File: src/inc/cpfs_pkg.sv
package cpfs_pkg;
	// ------------------------------------------------------------
	// register map (word indices; byte address is index times four)
	// ------------------------------------------------------------
	localparam logic [15:0] CPFS_IDX_POLARITY = 16'h30E4;
	localparam logic [15:0] CPFS_IDX_STATUS = 16'h30E5;
	localparam logic [15:0] CPFS_IDX_CTL = 16'h30E6;
	localparam logic [7:0] CPFS_POLARITY_RST = 8'h00;
	localparam logic [7:0] CPFS_FIN_EN_RST = 8'h00;
	// ------------------------------------------------------------
	// field positions
	// ------------------------------------------------------------
	localparam int CPFS_STAT_AGG = 7;
	localparam int CPFS_STAT_WPROT = 6;
	localparam int CPFS_STAT_FLTIN = 5;
	localparam int CPFS_CTL_WPOFF = 0;
	localparam int CPFS_CTL_FLTEN = 1;
	localparam int CPFS_CTL_FIN_LSB = 4;
	localparam int CPFS_NUM_FIN = 4;
	localparam logic [1:0] CPFS_HTRANS_NONSEQ = 2'h2;
	localparam logic [2:0] CPFS_HSIZE_WORD = 3'h2;

	typedef struct packed {
		logic sel;
		logic write;
		logic [15:0] idx;
	} cpfs_aphase_t;
endpackage

File: src/core/cpfs_top.sv
// The AHB-Lite interface to the registers was left to the implementer.
`timescale 1ns/1ps
// Summary of operation
// - each of eight polarity bits: 0 active high, 1 active low
// - polarity writes take effect only while write protect is disabled
// - with fault control on and a fault on an enabled input, channel drives its polarity value
// - fault status bit 7 is the OR of all per-input fault flags
// - flag cleared by read while set, then write 0, with no fault present
// - writing 1 to the aggregate fault flag does nothing
// - new fault between the read and the write abandons the clear
// - clearing the per-input flags one by one clears the aggregate flag
// - enable is inverse of disable; 1 sets it, read then disable clears it
// - per-input flag sets only with fault control, input enabled, fault seen
module cpfs_top
	import cpfs_pkg::*;
#(
	parameter int NCH = 8
)
(
	// clock and reset
	input wire logic hclk,
	input wire logic hresetn,
	// ahb-lite slave
	input wire logic hsel,
	input wire logic [31:0] haddr,
	input wire logic [1:0] htrans,
	input wire logic hwrite,
	input wire logic [2:0] hsize,
	input wire logic hready,
	input wire logic [31:0] hwdata,
	output logic [31:0] hrdata,
	output logic hreadyout,
	output logic hresp,
	// channel waveforms and faults
	input wire logic [NCH-1:0] ch_wave,
	input wire logic [cpfs_pkg::CPFS_NUM_FIN-1:0] fault_in,
	// channel pins
	output logic [NCH-1:0] ch_out
);
	import cpfs_pkg::*;

	// ------------------------------------------------------------
	// bus address phase capture
	// ------------------------------------------------------------
	cpfs_aphase_t ap_q;
	logic [NCH-1:0] polarity_q;
	logic wp_off_q;
	logic flten_q;
	logic [CPFS_NUM_FIN-1:0] fin_en_q;
	logic [CPFS_NUM_FIN-1:0] ff_q;
	logic [CPFS_NUM_FIN-1:0] armed_q;
	logic wp_armed_q;
	logic [CPFS_NUM_FIN-1:0] det;
	logic agg_flag;
	logic fault_any;
	logic wr_polar, wr_stat, wr_ctl, rd_stat;
	logic [7:0] wb;

	always_ff @(posedge hclk or negedge hresetn)
	begin
		if (!hresetn)
			ap_q <= '0;
		else if (hready)
		begin
			ap_q.sel <= hsel && htrans == CPFS_HTRANS_NONSEQ
				&& hsize == CPFS_HSIZE_WORD;
			ap_q.write <= hwrite;
			ap_q.idx <= haddr[17:2];
		end
	end

	assign wb = hwdata[7:0];
	assign wr_polar = ap_q.sel && ap_q.write
		&& ap_q.idx == CPFS_IDX_POLARITY;
	assign wr_stat = ap_q.sel && ap_q.write
		&& ap_q.idx == CPFS_IDX_STATUS;
	assign wr_ctl = ap_q.sel && ap_q.write && ap_q.idx == CPFS_IDX_CTL;
	assign rd_stat = ap_q.sel && !ap_q.write
		&& ap_q.idx == CPFS_IDX_STATUS;

	// ------------------------------------------------------------
	// fault detection
	// ------------------------------------------------------------
	// qualified detect
	assign det = flten_q ? (fault_in & fin_en_q) : '0;
	assign fault_any = |det;
	assign agg_flag = |ff_q;

	// ------------------------------------------------------------
	// polarity register
	// ------------------------------------------------------------
	always_ff @(posedge hclk or negedge hresetn)
	begin
		if (!hresetn)
			polarity_q <= NCH'(CPFS_POLARITY_RST);
		else if (wr_polar && wp_off_q)
			polarity_q <= wb[NCH-1:0];
	end

	// ------------------------------------------------------------
	// control: write protect, fault enable, input enables
	// ------------------------------------------------------------
	always_ff @(posedge hclk or negedge hresetn)
	begin
		if (!hresetn)
		begin
			wp_off_q <= 1'b0;
			flten_q <= 1'b0;
			fin_en_q <= CPFS_FIN_EN_RST[CPFS_NUM_FIN-1:0];
		end
		else if (wr_stat && wb[CPFS_STAT_WPROT])
			wp_off_q <= 1'b0;
		else if (wr_ctl)
		begin
			if (wb[CPFS_CTL_WPOFF] && wp_armed_q)
				wp_off_q <= 1'b1;
			flten_q <= wb[CPFS_CTL_FLTEN];
			fin_en_q <= wb[CPFS_CTL_FIN_LSB +: CPFS_NUM_FIN];
		end
	end

	always_ff @(posedge hclk or negedge hresetn)
	begin
		if (!hresetn)
			wp_armed_q <= 1'b0;
		else if (rd_stat)
			wp_armed_q <= !wp_off_q;
		else if (wr_ctl)
			wp_armed_q <= 1'b0;
	end

	// ------------------------------------------------------------
	// per-input flags and clear sequence
	// ------------------------------------------------------------
	genvar gi;
	generate
		for (gi = 0; gi < CPFS_NUM_FIN; gi++)
		begin : g_fin
			always_ff @(posedge hclk or negedge hresetn)
			begin
				if (!hresetn)
				begin
					ff_q[gi] <= 1'b0;
					armed_q[gi] <= 1'b0;
				end
				else
				begin
					if (det[gi])
					begin
						ff_q[gi] <= 1'b1;
						armed_q[gi] <= 1'b0;
					end
					else if (wr_stat && !wb[CPFS_STAT_AGG]
						&& armed_q[gi] && !fault_any)
					begin
						ff_q[gi] <= 1'b0;
						armed_q[gi] <= 1'b0;
					end
					else if (wr_stat && !wb[gi] && armed_q[gi])
					begin
						ff_q[gi] <= 1'b0;
						armed_q[gi] <= 1'b0;
					end
					else if (rd_stat)
						armed_q[gi] <= ff_q[gi];
					else if (wr_stat)
						armed_q[gi] <= 1'b0;
				end
			end
		end
	endgenerate

	// ------------------------------------------------------------
	// read data and response
	// ------------------------------------------------------------
	always_ff @(posedge hclk or negedge hresetn)
	begin
		if (!hresetn)
			hrdata <= '0;
		else if (hready && hsel && !hwrite
			&& htrans == CPFS_HTRANS_NONSEQ
			&& hsize == CPFS_HSIZE_WORD)
		begin
			hrdata <= '0;
			unique case (haddr[17:2])
				CPFS_IDX_POLARITY: hrdata[NCH-1:0] <= polarity_q;
				CPFS_IDX_STATUS:
				begin
					hrdata[CPFS_STAT_AGG] <= agg_flag;
					hrdata[CPFS_STAT_WPROT] <= !wp_off_q;
					hrdata[CPFS_STAT_FLTIN] <= fault_any;
					hrdata[CPFS_NUM_FIN-1:0] <= ff_q;
				end
				CPFS_IDX_CTL:
				begin
					hrdata[CPFS_CTL_WPOFF] <= wp_off_q;
					hrdata[CPFS_CTL_FLTEN] <= flten_q;
					hrdata[CPFS_CTL_FIN_LSB +: CPFS_NUM_FIN] <= fin_en_q;
				end
				default: hrdata <= '0;
			endcase
		end
	end

	always_ff @(posedge hclk or negedge hresetn)
	begin
		if (!hresetn)
		begin
			hreadyout <= 1'b1;
			hresp <= 1'b0;
		end
		else
		begin
			hreadyout <= 1'b1;
			hresp <= 1'b0;
		end
	end

	// ------------------------------------------------------------
	// output stage
	// ------------------------------------------------------------
	always_ff @(posedge hclk or negedge hresetn)
	begin
		if (!hresetn)
			ch_out <= '0;
		else if (fault_any || (flten_q && agg_flag))
			ch_out <= polarity_q;
		else
			ch_out <= ch_wave ^ polarity_q;
	end

	// ------------------------------------------------------------
	// checks
	// ------------------------------------------------------------
	property p_polar_prot;
		@(posedge hclk) disable iff (!hresetn)
		(wr_polar && !wp_off_q) |=> $stable(polarity_q);
	endproperty
	a_polar_prot: assert property (p_polar_prot)
		else $error("polarity changed while protected");

	property p_safe;
		@(posedge hclk) disable iff (!hresetn)
		fault_any |=> ch_out == $past(polarity_q);
	endproperty
	a_safe: assert property (p_safe)
		else $error("safe level not driven");

	property p_inv;
		@(posedge hclk) disable iff (!hresetn)
		(!fault_any && !(flten_q && agg_flag))
		|=> ch_out == ($past(ch_wave) ^ $past(polarity_q));
	endproperty
	a_inv: assert property (p_inv)
		else $error("polarity inversion wrong");

	property p_agg;
		@(posedge hclk) disable iff (!hresetn)
		(|det) |=> agg_flag;
	endproperty
	a_agg: assert property (p_agg)
		else $error("aggregate flag not set");

	property p_w1;
		@(posedge hclk) disable iff (!hresetn)
		(wr_stat && wb[CPFS_STAT_AGG]
			&& wb[CPFS_NUM_FIN-1:0] == ff_q)
		|=> agg_flag == $past(agg_flag) || $past(fault_any);
	endproperty
	a_w1: assert property (p_w1)
		else $error("write of one changed flag");

	property p_newf;
		@(posedge hclk) disable iff (!hresetn)
		(wr_stat && fault_any) |=> agg_flag;
	endproperty
	a_newf: assert property (p_newf)
		else $error("clear not abandoned");

	property p_noclr;
		@(posedge hclk) disable iff (!hresetn)
		(agg_flag && !wr_stat) |=> agg_flag;
	endproperty
	a_noclr: assert property (p_noclr)
		else $error("flag cleared without write");

	property p_wp;
		@(posedge hclk) disable iff (!hresetn)
		(wr_stat && wb[CPFS_STAT_WPROT]) |=> !wp_off_q;
	endproperty
	a_wp: assert property (p_wp)
		else $error("write protect not set");

	property p_set;
		@(posedge hclk) disable iff (!hresetn)
		!flten_q |=> ff_q == $past(ff_q) || (ff_q & ~$past(ff_q)) == '0;
	endproperty
	a_set: assert property (p_set)
		else $error("flag set without fault control");
endmodule

File: config.mk
export PLATFORM = sky130hd
export DESIGN_NAME = cpfs_top
export DESIGN_NICKNAME = d
export VERILOG_FILES = /design/src/inc/cpfs_pkg.sv /design/src/core/cpfs_top.sv
export SDC_FILE = /design/constraint.sdc
export NUM_CORES = 1
export LEC_CHECK = 0
export BUFFER_PORTS_ARGS = -buffer_cell sky130_fd_sc_hd__buf_2
export CAP_MARGIN = 20
export CORE_UTILIZATION = 45
export CTS_CLUSTER_SIZE = 24
export DETAILED_ROUTE_END_ITERATION = 8
export PLACE_DENSITY = 0.89
export SETUP_SLACK_MARGIN = 0.2
export SLEW_MARGIN = 10
export SYNTH_ARGS = -nofsm -noshare
export SYNTH_HDL_FRONTEND = slang
export SYNTH_SLANG_ARGS = --single-unit
export TNS_END_PERCENT = 50
File: constraint.sdc
create_clock -name hclk -period 2.27 [get_ports hclk]
set_input_delay 0.681 -clock hclk [delete_from_list [all_inputs] [get_ports hclk]]
set_output_delay 0.681 -clock hclk [all_outputs]
set_load 0.02 [all_outputs]
==> summary.md <==
| Metric | Value |
|---|---|
| Final ANT Viol Nets | `0` |
| Status | `completed` |
| Die width | `82.1 µm` |
| CP max stage cell | `nor3_4` |
| Multi-input logic area | `1290 µm²` |
| Setup bufs post-CTS | `0` |
| Crit path buffers/inverters | `0` |
| RSZ-0062 raised after global routing | `no` |
| Initial Util | `0.476` |
| Synth top cells by count | `dfrtp_1 (57), mux2_2 (30), buf_4 (26), nand2_1 (16), nor2_1 (14)` |
| NumNets Final | `396` |
| Crit Path Max Fanout | `8` |
| Io pins | `128` |
| Via count | `2,022` |
| Most used DFF post-synth | `dfrtp_1` |
| Core ar. | `6060 µm²` |
| Fin crit share | `0.865` |
| Post-synth cell types | `41` |
| Detailed placer's ending HPWL | `4230 µm` |
| Worst setup startpoint | `ap_q[9]` |
| WS Path Type | `reg -> reg` |
| Area Overhead vs Synth | `15.4%` |
| Pins Over Slew Limit | `0` |
| H-tree levels | `3` |
| Port Buffers | `61` |
| Kind of cell adding the most delay to the critical path | `simple AND/OR/NAND/NOR gates` |
| GP Congestion | `0.862` |
| Reg2Reg Launch Point | `ap_q[9]` |
| Max Freq | `0.510 GHz` |
| Syn. warnings | `0` |
| CTS buffer count | `9` |
| Inst Count DP | `374` |
| Clk buf depth | `2` |
| Count leader, synth | `dfrtp_1` |
| Worst path cell trace | `nor4_4 -> nand3b_2 -> nor3_4 -> mux2_2` |
| Final setup violation count | `0` |
| Final-layout fill cell count | `527` |
| FF/Latch Area | `1430 µm²` |
| Hold Buf Count CTS | `0` |
| Finished Layout Cells | `387` |
| DRC Markers | `0` |
| WL/cell | `14.9 µm` |
| Clk root buf | `clkbuf_8` |
| GR Overflow Total | `0` |
| CP endpoint kind | `flop` |
| Worst Setup Start Kind | `flop` |
| Setup tns final | `0 ns` |
| Yosys top cell by area | `dfrtp_1` |
| Gate count after technology mapping | `244` |
| Cell area after layout | `3330 µm²` |
| Crit path DAT | `2.18 ns` |
| PD cells | `640 nW/µm²` |
| Worst vdd ir | `0.309 mV` |
| Sequential share of the synthesized area | `0.494` |
| Hold Crit Class | `in -> async` |
| Clock-pin slew on the worst setup and hold paths | `0.06 ns` |
| Area contributors post-synth | `dfrtp_1 (49%), mux2_2 (12%), buf_4 (6.8%)` |
| Post-synth EDFFs | `0` |
| Placed Area | `3160 µm²` |
| DR iter-0 viols | `143` |
| Skew-Pair Late Insertion Delay | `0.33 ns` |
| Leakage | `1.63 nW` |
| Die area | `6740 µm²` |
| Crit path largest cell delay | `0.48 ns` |
| Vias/cell | `5.22` |
| Hold Vio Cnt, Final | `0` |
| Post-Synthesis Cell Area | `2890 µm²` |
| Post-CTS Resized | `0` |
| Relative max-transition margin | `0.658` |
| Post-synth ARST share | `1.00` |
| Vias in the first global route | `1,944` |
| Worst Tran Pin Value | `0.513 ns` |
| #FFs+latches synth | `57` |
| Number of max-cap violations | `0` |
| CTS sink count | `57` |
| N_diodes | `0` |
| Area share of the largest cell type after synthesis | `0.494` |
| Gr usage total | `0.191` |
| Initial antenna violation count | `0` |
| Avg Inst Size Synth | `11.8 µm²` |
| Clk_skew | `0.00418 ns` |
| First-pass GRT wire length | `9300 µm` |
| Die Y | `82.1 µm` |
| Row count | `28` |
| Hold Worst Slack | `0.338 ns` |
| Largest net degree at the start of global routing | `58` |
| WP data required | `2.48 ns` |
| Routed Wire Length | `5750 µm` |
| TritonCTS clock tree | `done` |
| Final worst path period need | `1.96 ns` |
| Drt pass-1 iters | `4` |
| Layout cell share with drive strength beyond 1 | `0.378` |
## flip-flops by register name, indices dropped and copies added, names as in the netlist, 4 cells and up
name,flops
ap_q,18
ch_out,8
hrdata,8
polarity_q,8
armed_q,4
ff_q,4
fin_en_q,4
## final cells by class
| type | count | area share |
|---|---|---|
| well taps | 75 | 0.0282 |
| repair buffers | 63 | 0.0999 |
| flip-flops and latches | 57 | 0.428 |
| multi-input cells | 176 | 0.389 |
| inverters | 3 | 0.00413 |
| clock buffers | 13 | 0.0507 |
## where the power goes
group / internal, W / leakage, nW / switching, W
registers: 0.00105 / 0.718 / 0.0000275
clock network: 0.000468 / 0.0875 / 0.000371
logic: 0.0000856 / 0.824 / 0.000125
total: 0.00161 / 1.63 / 0.000524
## cells in the final DEF (no fill, tap or decap), types with 8 or more instances in the layout
cell,instances
buf_2,61
nand2_1,16
o21ai_0,8
conb_1,26
xnor2_1,8
nor2_1,14
mux2i_1,9
dfrtp_1,57
mux2_2,30
clkbuf_8,12
a21oi_1,9
## per-layer routing
layer  track usage  routed length, µm
met5             0                  0
met4        0.0825                 89
met3        0.0433                253
met2         0.312               2890
met1         0.240               2520
## final timing paths
kind                       cells past startpoint       endpoint  slack (ns)
setup / recovery                               4  polarity_q[5]        0.31
hold / removal                                 2      hrdata[1]        0.34
setup reg to reg                               4  polarity_q[5]        0.31
hold reg to reg                                2      hrdata[5]        0.47
max in group asynchronous                      2     armed_q[3]        1.68
min in group hclk                              2      hrdata[5]        0.47
## cell families after synthesis
kind of cell    Yosys count  synth area share
compound gates           38            0.0928
xor+xnor                  8            0.0243
buf+inv                  35            0.0880
flops                    57             0.494
mux                      39             0.148
other cells               2           0.00260
simple gates             65             0.150
## per-stage QoR
step                       util  total power (W)  setup slack, ns
after global placement    0.522          0.00130            0.267
after global routing      0.550          0.00221            0.223
after CTS                 0.550          0.00214            0.284
final                     0.550          0.00213            0.307
after detailed placement  0.522          0.00131            0.212
after floorplan               -          0.00125            0.357
Power figures use the tool's default switching activity.
